$ cat config.mk
export PLATFORM = sky130hd
export DESIGN_NAME = par_top
export DESIGN_NICKNAME = d
export VERILOG_FILES = /design/src/logic/par_pkg.sv /design/src/logic/par_clk_div.sv /design/src/logic/par_cfg_regs.sv /design/src/logic/par_top.sv
export SDC_FILE = /design/constraint.sdc
export NUM_CORES = 1
export LEC_CHECK = 0
export BUFFER_PORTS_ARGS = -buffer_cell sky130_fd_sc_hd__buf_2
export CAP_MARGIN = 10
export CORE_MARGIN = 2
export CORE_UTILIZATION = 30
export CTS_BUF_LIST = sky130_fd_sc_hd__clkbuf_4
export DETAILED_ROUTE_END_ITERATION = 10
export PLACE_DENSITY = 0.5
export SYNTH_ARGS = -nofsm -noshare
export SYNTH_HDL_FRONTEND = slang
export SYNTH_SLANG_ARGS = --single-unit
export TNS_END_PERCENT = 50
$ cat constraint.sdc
create_clock -name clk_sys_i -period 3.1 [get_ports clk_sys_i]
set_input_delay 0.62 -clock clk_sys_i [delete_from_list [all_inputs] [get_ports clk_sys_i]]
set_output_delay 0.62 -clock clk_sys_i [all_outputs]
set_load 0.01 [all_outputs]
$ cat src/logic/par_pkg.sv
package par_pkg;
    // Register offsets (byte addresses on the register port)
    localparam logic [7:0] PAR_ADDR_CH1_SEL = 8'h07;
    localparam logic [7:0] PAR_ADDR_CH2_SEL = 8'h08;
    localparam logic [7:0] PAR_ADDR_CH3_SEL = 8'h09;
    localparam logic [7:0] PAR_ADDR_RECOV = 8'h0a;
    localparam logic [7:0] PAR_ADDR_GAIN = 8'h0b;
    localparam logic [7:0] PAR_ADDR_MISC = 8'h0c;
    localparam logic [7:0] PAR_ADDR_CTRL = 8'h20;
    localparam logic [7:0] PAR_ADDR_STATUS = 8'h21;

    // Reset values
    localparam logic [7:0] PAR_RST_CH1_SEL = 8'h03;
    localparam logic [7:0] PAR_RST_CH2_SEL = 8'h03;
    localparam logic [7:0] PAR_RST_CH3_SEL = 8'h03;
    localparam logic [7:0] PAR_RST_RECOV = 8'h70;
    localparam logic [7:0] PAR_RST_GAIN = 8'h00;
    localparam logic [7:0] PAR_RST_MISC = 8'h04;

    // Field positions
    localparam int PAR_REC_LSB = 4;
    localparam int PAR_REC_MSB = 6;
    localparam int PAR_MODE_BIT = 2;
    localparam int PAR_GAIN_MSB = 2;
    localparam int PAR_CTRL_START = 0;
    localparam int PAR_CTRL_CH_LSB = 1;

    // Writable bits of each register
    localparam logic [7:0] PAR_MASK_RECOV = 8'h70;
    localparam logic [7:0] PAR_MASK_GAIN = 8'h07;
    localparam logic [7:0] PAR_MASK_MISC = 8'h24;

    // Input select codes
    localparam logic [7:0] PAR_SEL_SMALL_IR = 8'h00;
    localparam logic [7:0] PAR_SEL_VISIBLE = 8'h02;
    localparam logic [7:0] PAR_SEL_LARGE_IR = 8'h03;
    localparam logic [7:0] PAR_SEL_NO_PD = 8'h06;
    localparam logic [7:0] PAR_SEL_GND = 8'h25;
    localparam logic [7:0] PAR_SEL_TEMP = 8'h65;
    localparam logic [7:0] PAR_SEL_VDD = 8'h75;

    // Timing: one recovery ADC clock at unity gain
    localparam int PAR_ADC_CLK_NS = 50;
    localparam int PAR_SYS_CLK_NS = 20;
    localparam int PAR_ADC_CLK_CYC = (PAR_ADC_CLK_NS + PAR_SYS_CLK_NS - 1)
        / PAR_SYS_CLK_NS;

    typedef enum logic [2:0] {
        PAR_ST_IDLE = 3'b001,
        PAR_ST_RECOVER = 3'b010,
        PAR_ST_CONVERT = 3'b100
    } par_state_t;
endpackage

$ cat src/logic/par_clk_div.sv
module par_clk_div
    import par_pkg::*;
#(
    parameter int DIV = PAR_ADC_CLK_CYC
)(
    input wire logic clk_sys_i, // System clock
    input wire logic rst_n_i, // Async reset, active low
    input wire logic clr_i, // Restart the divider
    output logic tick_o // One-cycle ADC clock enable
);
    logic [7:0] cnt_q;

    always_ff @(posedge clk_sys_i or negedge rst_n_i)
    begin
        if (!rst_n_i)
        begin
            cnt_q <= 8'h00;
            tick_o <= 1'b0;
        end
        else if (clr_i || cnt_q == 8'(DIV - 1))
        begin
            cnt_q <= 8'h00;
            tick_o <= !clr_i;
        end
        else
        begin
            cnt_q <= cnt_q + 8'h01;
            tick_o <= 1'b0;
        end
    end
endmodule

$ cat src/logic/par_cfg_regs.sv
module par_cfg_regs
    import par_pkg::*;
#(
    parameter logic [7:0] RST = 8'h00,
    parameter logic [7:0] MASK = 8'hff
)(
    input wire logic clk_sys_i, // System clock
    input wire logic rst_n_i, // Async reset, active low
    input wire logic we_i, // Write strobe for this register
    input wire logic [7:0] wdata_i, // Write data
    output logic [7:0] q_o // Stored value
);
    // Reserved bits stay zero
    always_ff @(posedge clk_sys_i or negedge rst_n_i)
    begin
        if (!rst_n_i)
            q_o <= RST;
        else if (we_i)
            q_o <= wdata_i & MASK;
    end
endmodule

$ cat src/logic/par_top.sv
module par_top
    import par_pkg::*;
(
    input wire logic clk_sys_i, // System clock, 50 MHz
    input wire logic rst_n_i, // Async reset, active low
    input wire logic [7:0] addr_i, // Register address
    input wire logic [7:0] wdata_i, // Register write data
    input wire logic wr_i, // Write strobe
    input wire logic rd_i, // Read strobe
    output logic [7:0] rdata_o, // Read data, cycle after strobe
    input wire logic conv_done_i, // Converter finished integration
    output logic [7:0] adc_sel_o, // Source routed to the converter
    output logic [2:0] led_en_o, // LED drive allowed per channel
    output logic raw_mode_o, // Raw converter measurement active
    output logic recover_o, // Recovery wait in progress
    output logic convert_o, // Conversion in progress
    output logic [3:0] integ_scale_o // Log2 of integration lengthening
);
    // ------------------------------------------------------------
    // Register file
    // ------------------------------------------------------------
    logic [7:0] sel_q [3];
    logic [7:0] recov_q;
    logic [7:0] gain_q;
    logic [7:0] misc_q;
    logic [2:0] we_sel;
    logic we_recov;
    logic we_gain;
    logic we_misc;
    logic start_req;
    logic [1:0] start_ch;

    assign we_sel[0] = wr_i && addr_i == PAR_ADDR_CH1_SEL;
    assign we_sel[1] = wr_i && addr_i == PAR_ADDR_CH2_SEL;
    assign we_sel[2] = wr_i && addr_i == PAR_ADDR_CH3_SEL;
    assign we_recov = wr_i && addr_i == PAR_ADDR_RECOV;
    assign we_gain = wr_i && addr_i == PAR_ADDR_GAIN;
    assign we_misc = wr_i && addr_i == PAR_ADDR_MISC;
    assign start_req = wr_i && addr_i == PAR_ADDR_CTRL
        && wdata_i[PAR_CTRL_START];
    assign start_ch = wdata_i[PAR_CTRL_CH_LSB +: 2];

    par_cfg_regs #(.RST(PAR_RST_CH1_SEL), .MASK(8'hff)) u_sel1 (
        .clk_sys_i(clk_sys_i),
        .rst_n_i(rst_n_i),
        .we_i(we_sel[0]),
        .wdata_i(wdata_i),
        .q_o(sel_q[0])
    );
    par_cfg_regs #(.RST(PAR_RST_CH2_SEL), .MASK(8'hff)) u_sel2 (
        .clk_sys_i(clk_sys_i),
        .rst_n_i(rst_n_i),
        .we_i(we_sel[1]),
        .wdata_i(wdata_i),
        .q_o(sel_q[1])
    );
    par_cfg_regs #(.RST(PAR_RST_CH3_SEL), .MASK(8'hff)) u_sel3 (
        .clk_sys_i(clk_sys_i),
        .rst_n_i(rst_n_i),
        .we_i(we_sel[2]),
        .wdata_i(wdata_i),
        .q_o(sel_q[2])
    );
    par_cfg_regs #(.RST(PAR_RST_RECOV), .MASK(PAR_MASK_RECOV)) u_rec (
        .clk_sys_i(clk_sys_i),
        .rst_n_i(rst_n_i),
        .we_i(we_recov),
        .wdata_i(wdata_i),
        .q_o(recov_q)
    );
    par_cfg_regs #(.RST(PAR_RST_GAIN), .MASK(PAR_MASK_GAIN)) u_gain (
        .clk_sys_i(clk_sys_i),
        .rst_n_i(rst_n_i),
        .we_i(we_gain),
        .wdata_i(wdata_i),
        .q_o(gain_q)
    );
    par_cfg_regs #(.RST(PAR_RST_MISC), .MASK(PAR_MASK_MISC)) u_misc (
        .clk_sys_i(clk_sys_i),
        .rst_n_i(rst_n_i),
        .we_i(we_misc),
        .wdata_i(wdata_i),
        .q_o(misc_q)
    );

    // ------------------------------------------------------------
    // Decode of the active configuration
    // ------------------------------------------------------------
    logic prox_mode;
    logic [2:0] rec_code;
    logic [2:0] gain;
    logic [7:0] cur_sel;
    logic sel_valid;

    assign prox_mode = misc_q[PAR_MODE_BIT];
    assign rec_code = recov_q[PAR_REC_MSB:PAR_REC_LSB];
    assign gain = gain_q[PAR_GAIN_MSB:0];

    // Checks a select code against the set allowed by the mode
    function automatic logic code_ok(input logic [7:0] c, input logic pm);
        logic ir;
        ir = c == PAR_SEL_LARGE_IR || c == PAR_SEL_SMALL_IR;
        if (pm)
            code_ok = ir;
        else
            code_ok = ir || c == PAR_SEL_VISIBLE
                || c == PAR_SEL_NO_PD
                || c == PAR_SEL_GND
                || c == PAR_SEL_TEMP
                || c == PAR_SEL_VDD;
    endfunction

    // ------------------------------------------------------------
    // Recovery and conversion sequencer
    // ------------------------------------------------------------
    par_state_t state_q;
    logic [1:0] ch_q;
    logic [8:0] rec_left_q;
    logic [7:0] scale_left_q;
    logic adc_tick;
    logic tick_clr;
    logic bad_code_q;

    assign cur_sel = sel_q[ch_q];
    assign sel_valid = code_ok(sel_q[start_ch], prox_mode);
    assign tick_clr = state_q != PAR_ST_RECOVER;

    par_clk_div u_div (
        .clk_sys_i(clk_sys_i),
        .rst_n_i(rst_n_i),
        .clr_i(tick_clr),
        .tick_o(adc_tick)
    );

    // Clocks to wait: code 0 gives 1, code n gives 2^(n+2)-1
    function automatic logic [8:0] rec_clocks(input logic [2:0] code);
        if (code == 3'h0)
            rec_clocks = 9'h001;
        else
            rec_clocks = 9'((10'h1 << ({1'b0, code} + 4'h2)) - 10'h1);
    endfunction

    logic go;
    logic rec_end;
    logic [7:0] scale_init;

    assign go = state_q == PAR_ST_IDLE && start_req && start_ch != 2'h3;
    assign rec_end = adc_tick && scale_left_q == 8'h00
        && rec_left_q == 9'h001;
    assign scale_init = 8'((9'h1 << gain) - 9'h1);

    // Sequencer state
    always_ff @(posedge clk_sys_i or negedge rst_n_i)
    begin
        if (!rst_n_i)
            state_q <= PAR_ST_IDLE;
        else
        begin
            case (state_q)
                PAR_ST_IDLE:
                begin
                    if (go)
                        state_q <= PAR_ST_RECOVER;
                end
                PAR_ST_RECOVER:
                begin
                    if (rec_end)
                        state_q <= PAR_ST_CONVERT;
                end
                PAR_ST_CONVERT:
                begin
                    if (conv_done_i)
                        state_q <= PAR_ST_IDLE;
                end
                default:
                    state_q <= PAR_ST_IDLE;
            endcase
        end
    end

    // ------------------------------------------------------------
    // Channel capture and recovery counters
    // ------------------------------------------------------------
    always_ff @(posedge clk_sys_i or negedge rst_n_i)
    begin
        if (!rst_n_i)
        begin
            ch_q <= 2'h0;
            bad_code_q <= 1'b0;
        end
        else if (go)
        begin
            ch_q <= start_ch;
            bad_code_q <= !sel_valid;
        end
    end

    // Gain prescaler inside, ADC clock count outside
    always_ff @(posedge clk_sys_i or negedge rst_n_i)
    begin
        if (!rst_n_i)
        begin
            rec_left_q <= 9'h000;
            scale_left_q <= 8'h00;
        end
        else if (go)
        begin
            rec_left_q <= rec_clocks(rec_code);
            scale_left_q <= scale_init;
        end
        else if (state_q == PAR_ST_RECOVER && adc_tick)
        begin
            if (scale_left_q != 8'h00)
                scale_left_q <= scale_left_q - 8'h01;
            else if (rec_left_q != 9'h001)
            begin
                rec_left_q <= rec_left_q - 9'h001;
                scale_left_q <= scale_init;
            end
        end
    end

    // ------------------------------------------------------------
    // Outputs to the analog front end
    // ------------------------------------------------------------
    always_ff @(posedge clk_sys_i or negedge rst_n_i)
    begin
        if (!rst_n_i)
        begin
            adc_sel_o <= PAR_SEL_LARGE_IR;
            raw_mode_o <= 1'b0;
            recover_o <= 1'b0;
            convert_o <= 1'b0;
            integ_scale_o <= 4'h0;
        end
        else
        begin
            adc_sel_o <= cur_sel;
            raw_mode_o <= !prox_mode;
            recover_o <= state_q == PAR_ST_RECOVER;
            convert_o <= state_q == PAR_ST_CONVERT;
            integ_scale_o <= {1'b0, gain};
        end
    end

    // LED drive only while converting in proximity mode
    always_ff @(posedge clk_sys_i or negedge rst_n_i)
    begin
        if (!rst_n_i)
            led_en_o <= 3'h0;
        else
        begin
            led_en_o <= 3'h0;
            if (prox_mode && state_q == PAR_ST_CONVERT)
                led_en_o[ch_q] <= 1'b1;
        end
    end

    // ------------------------------------------------------------
    // Read port
    // ------------------------------------------------------------
    always_ff @(posedge clk_sys_i or negedge rst_n_i)
    begin
        if (!rst_n_i)
            rdata_o <= 8'h00;
        else if (rd_i)
        begin
            if (addr_i == PAR_ADDR_CH1_SEL)
                rdata_o <= sel_q[0];
            else if (addr_i == PAR_ADDR_CH2_SEL)
                rdata_o <= sel_q[1];
            else if (addr_i == PAR_ADDR_CH3_SEL)
                rdata_o <= sel_q[2];
            else if (addr_i == PAR_ADDR_RECOV)
                rdata_o <= recov_q;
            else if (addr_i == PAR_ADDR_GAIN)
                rdata_o <= gain_q;
            else if (addr_i == PAR_ADDR_MISC)
                rdata_o <= misc_q;
            else if (addr_i == PAR_ADDR_STATUS)
                rdata_o <= {2'h0, bad_code_q, ch_q, state_q};
            else
                rdata_o <= 8'h00;
        end
        else
            rdata_o <= 8'h00;
    end
endmodule

Yosys cells after proc, flatten, opt, wreduce, memory -nomap -nowiden
Cells that the tools add are included.
- register bits: 89
- logic and storage cells: 128
- input port bits: 21
- reductions and logical operators: 35
- bitwise logic cells: 2
- muxes and demuxes: 33
- shift operators: 2
- equality and inequality tests: 26
- $lt $le $gt $ge: 4
- $add $sub $neg: 6
- operators with widths (cell ; count):
    $mux W8 ; 13
    $mux W9 ; 5
    $eq A8 B4 Y1 const B ; 5
    $bmux W8 S2 ; 2
    $eq A8 B2 Y1 const B ; 3
    $eq A8 B6 Y1 const B ; 3
    $mux W6 ; 3
    $sub A9 B1 Y9 const B ; 2
    $eq A8 B3 Y1 const B ; 2
    $eq A8 B7 Y1 const B ; 2
    $logic_not A8 Y1 ; 2
    $sub A8 B1 Y8 const B ; 2
    $logic_and A1 B1 Y1 ; 15
    $mux W3 ; 4
    $ne A2 B2 Y1 const B ; 5
    $eq A9 B1 Y1 const B ; 1
    $ne A9 B1 Y1 const B ; 1
    $pmux W3 S3 ; 1
    $shl A1 B4 Y9 const A ; 1
    $add A8 B1 Y8 const B ; 1
    $reduce_bool A8 Y1 ; 1
    $shl A1 B3 Y8 const A ; 1
    $logic_or A1 B1 Y1 ; 7
    $mux W7 ; 1
    other kinds (17) ; 25

Depth between registers and ports, before layout
- depth in word-level cells: 13
- depth in mapped cells: 11
- depth with buffers taken out: 9

By module
A second synthesis with hierarchy kept.
- cell total of the unflattened synthesis: 512
- area, all modules: 5143.7 um^2
- modules (own cells, without submodules) (module ; seq. area each (um^2) ; instances ; cells an instance ; area an instance (um^2)):
    par_top ; 1204.9 ; 1 ; 385 ; 3293.2
    par_cfg_regs at u_sel1 ... ; 202.7 ; 3 ; 17 ; 334.1
    par_clk_div ; 225.2 ; 1 ; 41 ; 421.7
    par_cfg_regs at u_rec ; 78.8 ; 1 ; 12 ; 153.9
    par_cfg_regs at u_gain ; 75.1 ; 1 ; 12 ; 150.1
    par_cfg_regs at u_misc ; 51.3 ; 1 ; 11 ; 122.6

Worst setup path after synthesis
OpenSTA, ideal clock, no wires.
- path type: in2reg
- start: input addr_i[7]
- end: register scale_left_q[6]
- arrival: 2.158 ns
- setup time: 0.126 ns
- setup slack: 0.816 ns
- required time: 2.974 ns
- buffers on the path: 1
- cell stages on the path: 6
- path through: nor4_2 nand3b_2 or4_4 buf_6 and2_4 o32a_1
- word-level cells in the longest chain between the ends: 7
- elaborated cells between the ends (all ways): 9
- those cells by class: 1 x eq/ne; 1 x mux; 7 x reduce/logical
- ends and longest elaborated chain (item ; line ; RTL):
    start, declared ; par_top.sv:6 ; input wire logic [7:0] addr_i,
    $eq A8 B6 Y1 * ; par_top.sv:39 ; assign start_req = wr_i && addr_i == PAR_ADDR_CTRL
    $logic_and A1 B1 Y1 * ; par_top.sv:39 ;
    $logic_and A1 B1 Y1 * ; par_top.sv:40 ; && wdata_i[PAR_CTRL_START];
    $logic_and A1 B1 Y1 * (2 in a row) ; par_top.sv:147 ; assign go = state_q == PAR_ST_IDLE && start_req && start_ch != 2'h3;
    $reduce_bool A3 Y1 (no source line) or $reduce_bool A2 Y1 (tied branches) ; n/a ;
    $reduce_and A2 Y1 (no source line) ; n/a ;
    end signal, assigned ; par_top.sv:209 ; scale_left_q <= scale_init;
    end signal, assigned ; par_top.sv:214 ; scale_left_q <= scale_left_q - 8'h01;
    end signal, assigned ; par_top.sv:218 ; scale_left_q <= scale_init;
    end, declared ; par_top.sv:119 ; logic [7:0] scale_left_q;
Every way passes the cells marked *; elsewhere a longest branch is shown, timed or not.
A chain may end at the register's enable or synchronous reset.

Final worst setup path
- start: register u_rec.q_o[5]
- end: register rec_left_q[6]
- word-level cells in the longest chain between the ends: 5
- elaborated cells between the ends (all ways): 6
- those cells by class: 2 x add/sub; 1 x shift; 2 x mux; 1 x reduce/logical
- ends and longest elaborated chain (item ; line ; RTL):
    start, declared ; par_cfg_regs.sv:11 ; output logic [7:0] q_o
    start signal, assigned ; par_cfg_regs.sv:19 ; q_o <= wdata_i & MASK;
    $add A3 B2 Y4 ; par_top.sv:140 ; rec_clocks = 9'((10'h1 << ({1'b0, code} + 4'h2)) - 10'h1);
    $shl A1 B4 Y9 ; par_top.sv:140 ;
    $sub A9 B1 Y9 ; par_top.sv:140 ;
    $mux W9 * ; par_top.sv:137 ; if (code == 3'h0)
    $mux W9 * ; par_top.sv:206 ; else if (go)
    end signal, assigned ; par_top.sv:208 ; rec_left_q <= rec_clocks(rec_code);
    end signal, assigned ; par_top.sv:217 ; rec_left_q <= rec_left_q - 9'h001;
    end, declared ; par_top.sv:118 ; logic [8:0] rec_left_q;
Marks and branches as above.

==> impl_metrics.json <==
{
  "run_status": "finished, final reports clean",
  "multiInputGateArea_um2": 2330,
  "fp.dieH_um": 129,
  "synth_top_area_frac": 0.403,
  "seqCellArea_um2": 2240,
  "drt_iter0_markers": 322,
  "rsz0062_at_grt": "false",
  "antenna_found_initial": 1,
  "slowest_stage": "dfstp_2",
  "ys.warnings.count": 0,
  "cp_common_cell": "ha_1",
  "coreArea_um2": 15300,
  "clk_latency_ns": 0.49,
  "powerDensity_nw_per_um2": 386,
  "post-place-ws_ns": 0.469,
  "postRouteAntennaNets": 0,
  "vdd_drop_max_v": 0.000139,
  "syn_area_um2": 4720,
  "synthDominantAreaCellType": "dfrtp_1",
  "layoutNonFillerInstCount": 723,
  "wire_per_inst_um": 16.8,
  "fin_hold_ws_ns": 0.127,
  "switching_share": 0.293,
  "place.gp.congestion": 0.827,
  "synth.area.top_cells": "dfrtp_1 40%, mux2_2 8.1%, dfstp_2 7.2%",
  "grt_pass1_wl_mm": 19.5,
  "dp.cells": 706,
  "cts_htree_levels": 3,
  "cts_resized": 0,
  "routed-via-count": 3749,
  "synth_cell_type_count": 70,
  "dieWidth_um": 129,
  "path_clk_slew_ns": 0.15,
  "cts_buffers": 9,
  "initial_core_util": 0.309,
  "postCtsSetupBuffers": 0,
  "finalSetupViolations": 0,
  "cts_tree": "yes",
  "clock.fmax_mhz": 410,
  "combPwrFrac": 0.087,
  "grt_pass1_vias": 3551,
  "fin_util": 0.348,
  "p_int_mw": 1.45,
  "synth_seq_cells": 89,
  "synth_seq_area_share": 0.476,
  "overflow": 0,
  "tightest_slew_ns": 0.641,
  "endpoint_kind": "register",
  "ys_async_sr_fraction": 1.00,
  "finalMaxSlewViolations": 0,
  "syn_nets": 494,
  "vias_per_cell": 5.19,
  "grt_use_total": 0.153,
  "routed_wl_mm": 12.1,
  "dpl-instance-area_um2": 5180,
  "nets": 535,
  "tns_ns": 0,
  "cts_buffer_depth": 2,
  "drc": 0,
  "cp.arrival_ns": 2.80,
  "power_switching_mw": 0.602,
  "p_clk_frac": 0.309,
  "crit_family": "flip-flops",
  "setup_slack_ns": 0.662,
  "required_ns": 3.46,
  "final_layout_size_suffix_gt1_frac": 0.258,
  "avgSynthCellArea_um2": 10.1,
  "n_fill_cell": 1533,
  "cp_slowest_stage_delay_ns": 0.66,
  "die-area_um2": 16700,
  "io_pins": 47,
  "rows": 45,
  "synth_ff_type": "dfrtp_1",
  "pwr-share-seq": 0.604,
  "fin_skew_ns": 0.0198,
  "post-dp-hpwl_mm": 8.59,
  "cts.sinks": 89,
  "holdCritPathClass": "in -> async",
  "synth_edf_count": 0,
  "io_buffers": 45,
  "power.total_mw": 2.05,
  "firstDrtPassIters": 6,
  "grt_max_degree": 48,
  "mostFrequentLayoutCell": "dfrtp_1",
  "critPathMaxFanout": 12,
  "period_share": 0.787,
  "worstSetupStartpointType": "register",
  "area_growth_pct": 12.5,
  "postCtsHoldBufs": 0,
  "cellLeakagePower_nw": 2.25,
  "path_class": "reg -> reg",
  "crit_chain": "ha_1 > nor2_1 > nand3b_1 > ha_1 > nand2_1 > o21ai_0 > a221oi_1 > a31oi_1",
  "fin_area_um2": 5310,
  "postSynthCellCount": 465,
  "cts_root_buffer": "clkbuf_4",
  "maxSlewHeadroom": 0.573,
  "hold_violations": 0,
  "final_cell_mix": "76 x dfrtp_1, 50 x nand2_1, 44 x buf_2",
  "cp_num_buf_inv": 0,
  "min_period_ns": 2.44,
  "max_cap_violations": 0
}
[worst paths after layout]
path | start | to | slack, ns | cells after the start
max | u_rec.q_o[5] | rec_left_q[6] | 0.66 | 8
max reg2reg | u_rec.q_o[5] | rec_left_q[6] | 0.66 | 8
min in group clk_sys_i | wdata_i[7] | u_sel2.q_o[7] | 0.38 | 2
min reg2reg | u_sel3.q_o[1] | adc_sel_o[1] | 0.52 | 2
max in group asynchronous | rst_n_i | u_rec.q_o[6] | 2.25 | 2
min | rst_n_i | u_div.cnt_q[0] | 0.13 | 1
[power groups by stage]
stage / registers [mW] / clock network [mW] / logic [mW]
finish: 1.24 / 0.633 / 0.179
global route: 1.25 / 0.714 / 0.201
floorplan: 1.25 / 0 / 0.0995
global placement: 1.26 / 0 / 0.180
detailed placement: 1.26 / 0 / 0.181
CTS: 1.24 / 0.661 / 0.182
[worst reg2reg max path, stage by stage, from the launching register on]
cell,delay [ns]
dfstp_2,0.66
ha_1,0.32
nor2_1,0.21
nand3b_1,0.14
ha_1,0.34
nand2_1,0.11
o21ai_0,0.08
a221oi_1,0.38
a31oi_1,0.08
[area by class of cell]
class / count / area share
Timing Repair Buffer: 52 / 0.0551
Clock buffer: 9 / 0.0127
Clock inverter: 7 / 0.0118
Antenna cell: 1 / 0.000471
Multi-Input combinational cell: 341 / 0.438
Tap cell: 211 / 0.0497
Sequential cell: 89 / 0.423
Inverter: 13 / 0.00919
[Yosys cell counts, types with 3 or more instances]
library cell,number
clkbuf_1,15
nand2_1,50
a211oi_1,3
nand2_2,3
nor2_1,38
inv_1,11
mux2_2,34
xnor2_1,4
mux2i_1,17
a31oi_1,4
o21ai_0,36
a221oi_1,5
nand3b_1,4
nor3b_1,3
o211ai_1,4
nand2b_1,5
ha_1,8
nand3_1,12
and3_1,6
nor3_1,9
nor4_4,3
nor2b_1,7
or3_1,4
nor4_1,5
a21oi_1,18
dfrtp_1,76
a22oi_1,6
nand4_1,3
dfstp_2,13
xor2_1,9
[logic make-up after synthesis]
family,Yosys count,synth area share
fa+ha+maj,8,0.0212
buf+inv,35,0.0310
other cells,1,0.000795
flops,89,0.476
xor+xnor,13,0.0241
simple gates,169,0.196
mux,51,0.117
compound gates,99,0.134
[per-layer routing]
metal	global-route usage	part of all wire	vias to the layer above
li1	-	-	1762
met5	0	0	-
met1	0.220	0.49	1853
met3	0.0264	0.041	26
met4	0.0786	0.032	0
met2	0.221	0.44	108
[sequential cells by signal, summed over array words and instances (netlist names), 3 cells and up]
| register | count |
|---|---|
| integ_scale_o | 3 |
| led_en_o | 3 |
| u_div.cnt_q | 8 |
| u_sel2.q_o | 8 |
| u_gain.q_o | 3 |
| adc_sel_o | 8 |
| rec_left_q | 9 |
| rdata_o | 8 |
| u_sel3.q_o | 8 |
| state_q | 3 |
| u_sel1.q_o | 8 |
| scale_left_q | 8 |
| u_rec.q_o | 3 |
Power figures use the tool's default switching activity.
